[src/sfcs_defines.vh]
// constants for the serial flash command sequencer
`ifndef SFCS_DEFINES_VH
`define SFCS_DEFINES_VH
// ****************************************
// flash opcodes
// ****************************************
`define SFCS_OP_ID 8'h9F
`define SFCS_OP_STAT 8'h05
`define SFCS_OP_WEN 8'h06
`define SFCS_OP_CHIP 8'hC7
`define SFCS_OP_READ 8'h03
`define SFCS_OP_PROG 8'h02
`define SFCS_OP_SECT 8'h20
`define SFCS_OP_SFDP 8'h5A
`define SFCS_DUMMY 8'h00
// ****************************************
// status byte fields
// ****************************************
`define SFCS_ST_BUSY 0
`define SFCS_ST_WEL 1
// ****************************************
// user command codes
// ****************************************
`define SFCS_CMD_ID 3'h0
`define SFCS_CMD_STAT 3'h1
`define SFCS_CMD_WREN 3'h2
`define SFCS_CMD_CHIP 3'h3
`define SFCS_CMD_SECT 3'h4
`define SFCS_CMD_READ 3'h5
`define SFCS_CMD_PROG 3'h6
`define SFCS_CMD_SFDP 3'h7
// ****************************************
// counts and timing
// ****************************************
`define SFCS_ID_BYTES 16'h0003
`define SFCS_STAT_BYTES 16'h0001
`define SFCS_PAGE_MAX 16'h00FF
`define SFCS_PAGE_SIZE 9'h100
`define SFCS_SECT_SHIFT 12
`define SFCS_HALF_DIV 4
`define SFCS_GAP_CYC 4
`endif

[src/sfcs_seq.v]
// serial flash command sequencer with mode 0 link master
`timescale 1ns/100ps
`include "sfcs_defines.vh"
module sfcs_seq #(
    parameter HALF = `SFCS_HALF_DIV,
    parameter GAP = `SFCS_GAP_CYC
) (
    input wire i_ref_clk,
    input wire i_rst,
    input wire i_cmd_valid,
    output wire o_cmd_ready,
    input wire [2:0] i_cmd,
    input wire [23:0] i_addr,
    input wire [15:0] i_len,
    input wire [12:0] i_region_blocks,
    input wire [7:0] i_wr_data,
    input wire i_wr_valid,
    output wire o_wr_ready,
    output reg [7:0] o_rd_data,
    output reg o_rd_valid,
    output reg [23:0] o_id,
    output reg [7:0] o_status,
    output reg o_done,
    output reg o_error,
    output wire o_busy,
    output reg o_sck,
    output reg o_cs_n,
    output reg o_mosi,
    input wire i_miso
);
    localparam [3:0] S_IDLE = 4'h0;
    localparam [3:0] S_WEN = 4'h1;
    localparam [3:0] S_WPOLL = 4'h2;
    localparam [3:0] S_CMD = 4'h3;
    localparam [3:0] S_ADR = 4'h4;
    localparam [3:0] S_DMY = 4'h5;
    localparam [3:0] S_DAT = 4'h6;
    localparam [3:0] S_BPOLL = 4'h7;
    localparam [3:0] S_GAP = 4'h8;
    localparam [3:0] S_FIN = 4'h9;
    localparam [7:0] HALF_M1 = HALF[7:0] - 8'h01;
    localparam [7:0] GAP_M1 = GAP[7:0] - 8'h01;
    // ****************************************
    // input synchroniser
    // ****************************************
    reg [1:0] miso_sync;
    always @(posedge i_ref_clk or posedge i_rst) begin
        if (i_rst) begin
            miso_sync <= 2'h0;
        end else begin
            miso_sync <= {miso_sync[0], i_miso};
        end
    end
    // ****************************************
    // byte shift engine
    // ****************************************
    reg eng_start;
    reg eng_busy;
    reg eng_done;
    reg [7:0] eng_tx;
    reg [7:0] shift;
    reg [7:0] rx;
    reg [2:0] bitn;
    reg [7:0] div;
    wire can_go = !eng_busy && !eng_done && !eng_start;
    always @(posedge i_ref_clk or posedge i_rst) begin
        if (i_rst) begin
            eng_busy <= 1'b0;
            eng_done <= 1'b0;
            shift <= 8'h00;
            rx <= 8'h00;
            bitn <= 3'h0;
            div <= 8'h00;
            o_sck <= 1'b0;
            o_mosi <= 1'b0;
        end else begin
            eng_done <= 1'b0;
            if (eng_start) begin
                eng_busy <= 1'b1;
                shift <= eng_tx;
                o_mosi <= eng_tx[7];
                bitn <= 3'h0;
                div <= 8'h00;
                o_sck <= 1'b0;
            end else if (eng_busy) begin
                div <= div + 8'h01;
                if (div == HALF_M1) begin
                    div <= 8'h00;
                    o_sck <= !o_sck;
                    if (o_sck) begin
                        rx <= {rx[6:0], miso_sync[1]};
                        if (bitn == 3'h7) begin
                            eng_busy <= 1'b0;
                            eng_done <= 1'b1;
                        end else begin
                            bitn <= bitn + 3'h1;
                            shift <= {shift[6:0], 1'b0};
                            o_mosi <= shift[6];
                        end
                    end
                end
            end
        end
    end
    // ****************************************
    // command decode
    // ****************************************
    reg [3:0] state;
    reg [3:0] ret;
    reg [2:0] cmd;
    reg [7:0] op;
    reg [23:0] cur_addr;
    reg [15:0] rem;
    reg [15:0] dcnt;
    reg [1:0] idx;
    reg [7:0] gcnt;
    wire need_len = (i_cmd == `SFCS_CMD_READ) ||
        (i_cmd == `SFCS_CMD_PROG) || (i_cmd == `SFCS_CMD_SFDP);
    wire need_reg = (i_cmd == `SFCS_CMD_READ) ||
        (i_cmd == `SFCS_CMD_PROG) || (i_cmd == `SFCS_CMD_SECT);
    wire in_reg = {1'b0, i_addr[23:12]} < i_region_blocks;
    wire bad = (need_len && (i_len == 16'h0000)) ||
        (need_reg && !in_reg);
    wire is_prog = (cmd == `SFCS_CMD_PROG);
    wire [8:0] room = `SFCS_PAGE_SIZE - {1'b0, cur_addr[7:0]};
    wire [15:0] lim = (room > 9'h0FF) ? `SFCS_PAGE_MAX : {7'h00, room};
    wire [15:0] chunk = (rem < lim) ? rem : lim;
    assign o_cmd_ready = (state == S_IDLE);
    assign o_busy = (state != S_IDLE);
    assign o_wr_ready = (state == S_DAT) && is_prog && can_go;
    // ****************************************
    // sequencer
    // ****************************************
    always @(posedge i_ref_clk or posedge i_rst) begin
        if (i_rst) begin
            state <= S_IDLE;
            ret <= S_IDLE;
            cmd <= 3'h0;
            op <= 8'h00;
            cur_addr <= 24'h000000;
            rem <= 16'h0000;
            dcnt <= 16'h0000;
            idx <= 2'h0;
            gcnt <= 8'h00;
            eng_start <= 1'b0;
            eng_tx <= 8'h00;
            o_cs_n <= 1'b1;
            o_rd_data <= 8'h00;
            o_rd_valid <= 1'b0;
            o_id <= 24'h000000;
            o_status <= 8'h00;
            o_done <= 1'b0;
            o_error <= 1'b0;
        end else begin
            eng_start <= 1'b0;
            o_done <= 1'b0;
            o_error <= 1'b0;
            o_rd_valid <= 1'b0;
            if (eng_start)
                o_cs_n <= 1'b0;
            case (state)
            S_IDLE: begin
                o_cs_n <= 1'b1;
                idx <= 2'h0;
                if (i_cmd_valid) begin
                    cmd <= i_cmd;
                    cur_addr <= i_addr;
                    rem <= i_len;
                    dcnt <= i_len;
                    if (bad) begin
                        o_done <= 1'b1;
                        o_error <= 1'b1;
                    end else begin
                        state <= S_CMD;
                        case (i_cmd)
                        `SFCS_CMD_ID: begin
                            op <= `SFCS_OP_ID;
                            dcnt <= `SFCS_ID_BYTES;
                        end
                        `SFCS_CMD_STAT: begin
                            op <= `SFCS_OP_STAT;
                            dcnt <= `SFCS_STAT_BYTES;
                        end
                        `SFCS_CMD_WREN: state <= S_WEN;
                        `SFCS_CMD_CHIP: begin
                            op <= `SFCS_OP_CHIP;
                            state <= S_WEN;
                        end
                        `SFCS_CMD_SECT: begin
                            op <= `SFCS_OP_SECT;
                            cur_addr <= {i_addr[23:12], 12'h000};
                            state <= S_WEN;
                        end
                        `SFCS_CMD_READ: op <= `SFCS_OP_READ;
                        `SFCS_CMD_PROG: begin
                            op <= `SFCS_OP_PROG;
                            state <= S_WEN;
                        end
                        default: op <= `SFCS_OP_SFDP;
                        endcase
                    end
                end
            end
            S_WEN: begin
                if (can_go) begin
                    eng_tx <= `SFCS_OP_WEN;
                    eng_start <= 1'b1;
                end else if (eng_done) begin
                    o_cs_n <= 1'b1;
                    ret <= S_WPOLL;
                    state <= S_GAP;
                end
            end
            S_WPOLL, S_BPOLL: begin
                if (can_go) begin
                    eng_tx <= (idx == 2'h0) ? `SFCS_OP_STAT : `SFCS_DUMMY;
                    eng_start <= 1'b1;
                end else if (eng_done) begin
                    idx <= {1'b0, ~idx[0]};
                    if (idx != 2'h0) begin
                        o_status <= rx;
                        o_cs_n <= 1'b1;
                        state <= S_GAP;
                        ret <= state;
                        if (state == S_WPOLL) begin
                            if (rx[`SFCS_ST_WEL]) begin
                                dcnt <= chunk;
                                ret <= (cmd == `SFCS_CMD_WREN) ? S_FIN : S_CMD;
                            end
                        end else if (!rx[`SFCS_ST_BUSY]) begin
                            ret <= (is_prog && rem != 16'h0000) ?
                                S_WEN : S_FIN;
                        end
                    end
                end
            end
            S_CMD: begin
                if (can_go) begin
                    eng_tx <= op;
                    eng_start <= 1'b1;
                end else if (eng_done) begin
                    if (cmd == `SFCS_CMD_ID || cmd == `SFCS_CMD_STAT) begin
                        state <= S_DAT;
                    end else if (cmd == `SFCS_CMD_CHIP) begin
                        o_cs_n <= 1'b1;
                        ret <= S_BPOLL;
                        state <= S_GAP;
                    end else begin
                        state <= S_ADR;
                    end
                end
            end
            S_ADR: begin
                if (can_go) begin
                    eng_start <= 1'b1;
                    case (idx)
                    2'h0: eng_tx <= cur_addr[23:16];
                    2'h1: eng_tx <= cur_addr[15:8];
                    default: eng_tx <= cur_addr[7:0];
                    endcase
                end else if (eng_done) begin
                    idx <= idx + 2'h1;
                    if (idx == 2'h2) begin
                        idx <= 2'h0;
                        if (cmd == `SFCS_CMD_SECT) begin
                            o_cs_n <= 1'b1;
                            ret <= S_BPOLL;
                            state <= S_GAP;
                        end else if (cmd == `SFCS_CMD_SFDP) begin
                            state <= S_DMY;
                        end else begin
                            state <= S_DAT;
                        end
                    end
                end
            end
            S_DMY: begin
                if (can_go) begin
                    eng_tx <= `SFCS_DUMMY;
                    eng_start <= 1'b1;
                end else if (eng_done)
                    state <= S_DAT;
            end
            S_DAT: begin
                if (can_go && (!is_prog || i_wr_valid)) begin
                    eng_tx <= is_prog ? i_wr_data : `SFCS_DUMMY;
                    eng_start <= 1'b1;
                end else if (eng_done) begin
                    dcnt <= dcnt - 16'h0001;
                    if (cmd == `SFCS_CMD_ID) begin
                        o_id <= {o_id[15:0], rx};
                    end else if (cmd == `SFCS_CMD_STAT) begin
                        o_status <= rx;
                    end else if (is_prog) begin
                        cur_addr <= cur_addr + 24'h000001;
                        rem <= rem - 16'h0001;
                    end else begin
                        o_rd_data <= rx;
                        o_rd_valid <= 1'b1;
                    end
                    if (dcnt == 16'h0001) begin
                        o_cs_n <= 1'b1;
                        ret <= is_prog ? S_BPOLL : S_FIN;
                        state <= S_GAP;
                    end
                end
            end
            S_GAP: begin
                o_cs_n <= 1'b1;
                gcnt <= gcnt + 8'h01;
                if (gcnt == GAP_M1) begin
                    gcnt <= 8'h00;
                    state <= ret;
                end
            end
            S_FIN: begin
                o_done <= 1'b1;
                state <= S_IDLE;
            end
            default: state <= S_IDLE;
            endcase
        end
    end
endmodule

[config.mk]
export PLATFORM = sky130hd
export DESIGN_NAME = sfcs_seq
export DESIGN_NICKNAME = d
export VERILOG_FILES = /design/src/sfcs_seq.v
export VERILOG_INCLUDE_DIRS = /design/src
export SDC_FILE = /design/constraint.sdc
export NUM_CORES = 1
export LEC_CHECK = 0
export ABC_AREA = 1
export BUFFER_PORTS_ARGS = -buffer_cell sky130_fd_sc_hd__clkbuf_2
export CAP_MARGIN = 40
export CELL_PAD_IN_SITES_DETAIL_PLACEMENT = 1
export CELL_PAD_IN_SITES_GLOBAL_PLACEMENT = 1
export CORE_MARGIN = 2
export CORE_UTILIZATION = 39
export DETAILED_ROUTE_END_ITERATION = 8
export GPL_TIMING_DRIVEN = 0
export PLACE_DENSITY_LB_ADDON = 0.1
export SLEW_MARGIN = 10
export SYNTH_ARGS = -nofsm -noshare
export SYNTH_HDL_FRONTEND = slang
export SYNTH_SLANG_ARGS = --single-unit
export TNS_END_PERCENT = 30
[constraint.sdc]
create_clock -name i_ref_clk -period 4.25 [get_ports i_ref_clk]
set_input_delay 0 -clock i_ref_clk [delete_from_list [all_inputs] [get_ports i_ref_clk]]
set_output_delay 0 -clock i_ref_clk [all_outputs]
set_load 0.005 [all_outputs]
# --- Yosys cells after proc, flatten, opt, wreduce, memory -nomap -nowiden ---
# Cells that the tools add are included.
totals:
  inputBits: 69
  wordCells: 327
  ff_bits: 170
classes:
  reduce_logical: 55
  magnitude_cmp: 3
  n_bitwise: 8
  n_eq_ne: 62
  muxes: 164
  add_sub_neg: 8
ops:
  columns: ["operator", "n"]
  rows:
  - ["$mux W16", 16]
  - ["$mux W4", 43]
  - ["$mux W24", 6]
  - ["$mux W8", 18]
  - ["$pmux W16 S2", 2]
  - ["$ne A2 B2 Y1 const B", 31]
  - ["$pmux W8 S7", 1]
  - ["$pmux W16 S3", 1]
  - ["$pmux W24 S2", 1]
  - ["$pmux W8 S6", 1]
  - ["$mux W1", 46]
  - ["$mux W7", 5]
  - ["$pmux W4 S8", 1]
  - ["$pmux W8 S2", 2]
  - ["$sub A16 B1 Y16 const B", 2]
  - ["$add A24 B1 Y24 const B", 1]
  - ["$eq A3 B3 Y1 const B", 8]
  - ["$mux W12", 2]
  - ["$pmux W4 S5", 1]
  - ["$mux W3", 6]
  - ["$reduce_and A18 Y1", 1]
  - ["$reduce_and A17 Y1", 1]
  - ["$add A8 B1 Y8 const B", 2]
  - ["$eq A16 B1 Y1 const B", 1]
  - ["45 further kinds", 101]

# --- Logic depth before layout (Yosys ltp) ---
logic_depth:
  ltp_word: 11
  ltp_mapped: 21
  depth_no_buf: 21

# --- Least setup slack after synthesis ---
# OpenSTA, ideal clock, no wires.
synth_path:
  path_type: "flip-flop to flip-flop"
  startpoint: "register cur_addr[1]"
  endpoint: "register dcnt[4]"
  t_required_ps: 4177
  arrival_time_ps: 2848
  setup_slack_ps: 1329
  stages_incl_launch_ff: 18
  path_cell_list: "dfrtp_1 > inv_1 > ha_1 > xor2_1 > nor2_1 > nand3_1 > nor2_1 > nand2_1 > nand2_1 > a21oi_1 > ha_1 > nand2_1 > nor2_1 > a2111oi_4 > nand2_4 > nand2_2 > nand3_2 > a21oi_2"
synth_between:
  elab_chain_len: 11
synth_rtl:
  columns: ["element", "line_no", "text"]
  rows:
  - ["start, declared", "sfcs_seq.v:112", "reg [23:0] cur_addr;"]
  - ["start signal, assigned", "sfcs_seq.v:167", "cur_addr <= i_addr;"]
  - ["start signal, assigned", "sfcs_seq.v:191", "cur_addr <= {i_addr[23:12], 12'h000};"]
  - ["start signal, assigned", "sfcs_seq.v:295", "cur_addr <= cur_addr + 24'h000001;"]
  - ["$sub A9 B8 Y9 (no source line) (*)", null, null]
  - ["$gt A9 B8 Y1", "sfcs_seq.v:126", "wire [15:0] lim = (room > 9'h0FF) ? `SFCS_PAGE_MAX : {7'h00, room};"]
  - ["$mux W9 (*)", "sfcs_seq.v:126", null]
  - ["$lt A16 B9 Y1", "sfcs_seq.v:127", "wire [15:0] chunk = (rem < lim) ? rem : lim;"]
  - ["$mux W16 (*)", "sfcs_seq.v:127", null]
  - ["$mux W16 (*)", "sfcs_seq.v:226", "if (rx[`SFCS_ST_WEL]) begin"]
  - ["$mux W16 (*)", "sfcs_seq.v:225", "if (state == S_WPOLL) begin"]
  - ["$mux W16 (*)", "sfcs_seq.v:220", "if (idx != 2'h0) begin"]
  - ["$mux W16 (*)", "sfcs_seq.v:218", "end else if (eng_done) begin"]
  - ["$mux W16 (*)", "sfcs_seq.v:215", "if (can_go) begin"]
  - ["$pmux W16 S3 (*)", "sfcs_seq.v:161", "case (state)"]
  - ["end signal, assigned", "sfcs_seq.v:169", "dcnt <= i_len;"]
  - ["end signal, assigned", "sfcs_seq.v:178", "dcnt <= `SFCS_ID_BYTES;"]
  - ["end signal, assigned", "sfcs_seq.v:227", "dcnt <= chunk;"]
  - ["end, declared", "sfcs_seq.v:114", "reg [15:0] dcnt;"]
# Every way passes the cells marked *; elsewhere a longest branch is shown, timed or not. The select of a mux whose other input is x is not followed.
# A chain may end at the register's enable or synchronous reset.

# --- Final worst setup path ---
layout_path:
  startpoint: "register cur_addr[0]"
  endpoint: "register dcnt[4]"
# Same word-level chain as after synthesis.

==> results.sh <==
export IMPL_synthArstFlopShare=1.00
export IMPL_period_share=0.857
export IMPL_synth_compound_area_share=0.189
export IMPL_overflow=0
export IMPL_synth_xor_area_frac=0.0148
export IMPL_hp_class="in -> reg"
export IMPL_synth_cell_type_count=61
export IMPL_synth_top_family_by_area="simple AND/OR/NAND/NOR gates"
export IMPL_synth_area_top_cells="dfrtp_1, nand2_1, o21ai_0, inv_1, nor2_1"
export IMPL_grt_pass1_wl_um=55200
export IMPL_whs_path_depth=3
export IMPL_max_vdd_ir_drop_v=0.000307
export IMPL_diodes=0
export IMPL_synth_fp_nets=1400
export IMPL_synthSimpleGateAreaFrac=0.248
export IMPL_finalPower_mw=3.48
export IMPL_io_buffers=117
export IMPL_synth_main_ff_cell="dfrtp_1"
export IMPL_routed_via_count=9873
export IMPL_cts_root_buffer="clkbuf_16"
export IMPL_numClockSinks=169
export IMPL_rows=58
export IMPL_dp_hpwl_um=25600
export IMPL_arrival_ns=4.02
export IMPL_grt_busiest_layer="met2"
export IMPL_cp_cell_sequence="inv_2 > ha_1 > nand3_2 > inv_2 > nand3_1 > nand2_1 > nor2_1 > nand2_1 > nand2_1 > a21oi_1 > ha_1 > nand2_1 > nor2_1 > a2111oi_4 > nand2_4 > nand2_2 > nand3_2 > a21oi_2"
export IMPL_grt_usage=0.261
export IMPL_use_met3=0.0402
export IMPL_yosysSeqAreaShare=0.421
export IMPL_place_gp_congestion=0.910
export IMPL_worstPathRequired_ns=4.63
export IMPL_initial_utilization=0.398
export IMPL_slew_violations=0
export IMPL_slowest_stage="a2111oi_4"
export IMPL_ios=118
export IMPL_finish_utilization=0.488
export IMPL_drt_total_wl_um=34000
export IMPL_cts_max_level=4
export IMPL_skew_ns=0.0185
export IMPL_syn_cell_area_um2=10100
export IMPL_clock_fmax_mhz=274
export IMPL_grt_use_met2=0.452
export IMPL_reg2reg_depth=18
export IMPL_drive_above_1_share=0.183
export IMPL_yosysTopAreaCellShare=0.418
export IMPL_start_kind="register"
export IMPL_drcViolationCount=0
export IMPL_status="finished clean"
export IMPL_syn_inst=1302
export IMPL_synth_top_cell_by_area="dfrtp_1"
export IMPL_synth_edf_count=0
export IMPL_clockBufferDepth=2
export IMPL_vias_per_cell=5.37
export IMPL_cts_tree="done"
export IMPL_cap_violations=0
export IMPL_ys_ff_latch=169
export IMPL_die_h_um=165
export IMPL_critPathMaxFanout=9
export IMPL_grt_max_degree=38
export IMPL_p_leak_nw=5.76
export IMPL_synth_most_common_cell="nand2_1"
export IMPL_chipWidth_um=165
export IMPL_grt_pass1_vias=10400
export IMPL_crit_path_end_kind="register"
export IMPL_firstDrtPassIters=5
export IMPL_powerDensity_nw_per_um2=282
export IMPL_cts_inserted_buffers=17
export IMPL_worstMarginPinSlew_ns=0.836
export IMPL_path_clk_slew_ns=0.09
export IMPL_final_nets=1594
export IMPL_dr_first_iter_drc_count=588
export IMPL_avgSynthCellArea_um2=7.73
export IMPL_period_minus_slack_ns=3.64
export IMPL_areaGrowthSynthToFinish_pct=22.6
export IMPL_postCtsSetupBuffers=0
export IMPL_critPathKind="reg -> reg"
export IMPL_final_setup_viol_count=0
export IMPL_postRouteAntennaNets=0
export IMPL_core_area_um2=25300
export IMPL_crit_top_cell="nand2_1"
export IMPL_use_met1=0.341
export IMPL_ys_top_cells_by_count="nand2_1, dfrtp_1, inv_1"
export IMPL_finalHoldViolations=0
export IMPL_synth_area_mux_share=0.00448
export IMPL_synthAdderAreaFrac=0.0368
export IMPL_relSlewSlack=0.443
export IMPL_clk_latency_ns=0.45
export IMPL_rsz0062_at_grt="no"
export IMPL_antenna_found_initial=0
export IMPL_setup_tns_ns=0
export IMPL_ys_warn_count=0
export IMPL_die_area_um2=27100
export IMPL_slowest_delay_ns=0.60
export IMPL_routedWlPerCell_um=18.5
==> per-layer routing <==
metal  vias to the layer above  share of wire
met1                      4872           0.45
met3                        48          0.039
met4                         0          0.019
met2                       203           0.49
met5                         -              0
li1                       4750              -
==> layout by cell type, fill, tap and decap left out, types with 5 or more instances in the layout <==
cell             n
clkbuf_16       17
buf_2           15
a21oi_2          8
ha_1            28
a22oi_1         13
nor2_2          10
nor4_1           9
nor2_4           9
a21oi_1         60
dlygate4sd3_1   53
nand4_1         10
o22ai_1         20
xor2_1          12
dfrtp_1        168
a31oi_1         25
nor3_1          23
o211ai_1        13
inv_2           24
nand3_1         62
nand3_2         14
clkinv_8         8
o21ai_1         17
nand2_1        227
clkbuf_1        20
nor2_1         145
o21ai_0        131
buf_12           5
inv_1          151
xnor2_1          5
clkbuf_2       117
nand2_2         13
==> per-stage QoR <==
| stage | cell area (um2) | setup slack (ns) | cells | hold WS (ns) |
|---|---|---|---|---|
| final | 12300 | 0.606 | 1839 | 0.0200 |
| after floorplan | 10100 | 1.33 | 1302 | 0.0314 |
| after global routing | 12300 | 0.315 | 1839 | 0.0587 |
| after global placement | 11100 | 0.726 | 1749 | 0.110 |
| after CTS | 12300 | 0.632 | 1839 | 0.0165 |
| after detailed placement | 11200 | 0.667 | 1754 | 0.0980 |
==> sequential cells by signal, indices dropped and copies added (netlist names), 7 cells and up <==
signal,cells
o_status,8
eng_tx,8
rx,8
shift,7
rem,16
gcnt,8
o_rd_data,8
dcnt,16
cur_addr,24
op,7
o_id,24
div,8
==> critical path: cells and delay by family (launching register included) <==
family / cells / cell delay [ns]
flops: 1 / 0.50
compound gates: 3 / 1.05
buf+inv: 2 / 0.27
simple gates: 11 / 1.17
fa+ha+maj: 2 / 0.60
==> area by class of cell <==
type | count | area (um2)
plain buffers | 41 | 191
clock buffers | 17 | 425
clock inverters | 15 | 216
fillers | 3215 | 12900
inverters | 180 | 682
multi-input cells | 912 | 4960
flip-flops and latches | 169 | 4230
well taps | 330 | 413
repair buffers | 175 | 1220
==> timing repair <==
item	4_1_cts	5_1_grt
gates resized for setup	0	0
hold buffers	53	0
endpoints found under the hold margin	84	0
==> logic make-up (layout without fill, tap and decap cells) <==
logic type	after synthesis	in the layout
AO/OA/AOI/OAI	320	320
XOR/XNOR	17	17
adder cells (fa/ha/maj)	29	29
buffers and inverters	221	428
flip-flops	169	169
multiplexers	4	4
AND/OR/NAND/NOR	542	542
==> path summary, 6_finish.rpt <==
kind,from,end,slack [ns]
min in group asynchronous,i_rst,bitn[1],0.16
max in group asynchronous,i_rst,rem[1],3.30
setup / recovery,cur_addr[0],dcnt[4],0.61
setup reg to reg,cur_addr[0],dcnt[4],0.61
hold / removal,i_cmd[0],cmd[0],0.02
hold reg to reg,miso_sync[0],miso_sync[1],0.36
==> report_power, final <==
group	switching (mW)	leakage (nW)	internal (mW)
Sequential	0.00225	2.06	1.61
Clock	0.864	0.306	0.821
Combinational	0.0999	3.40	0.0807
Total	0.966	5.76	2.51
No activity file was read; power rests on OpenSTA's default activity.
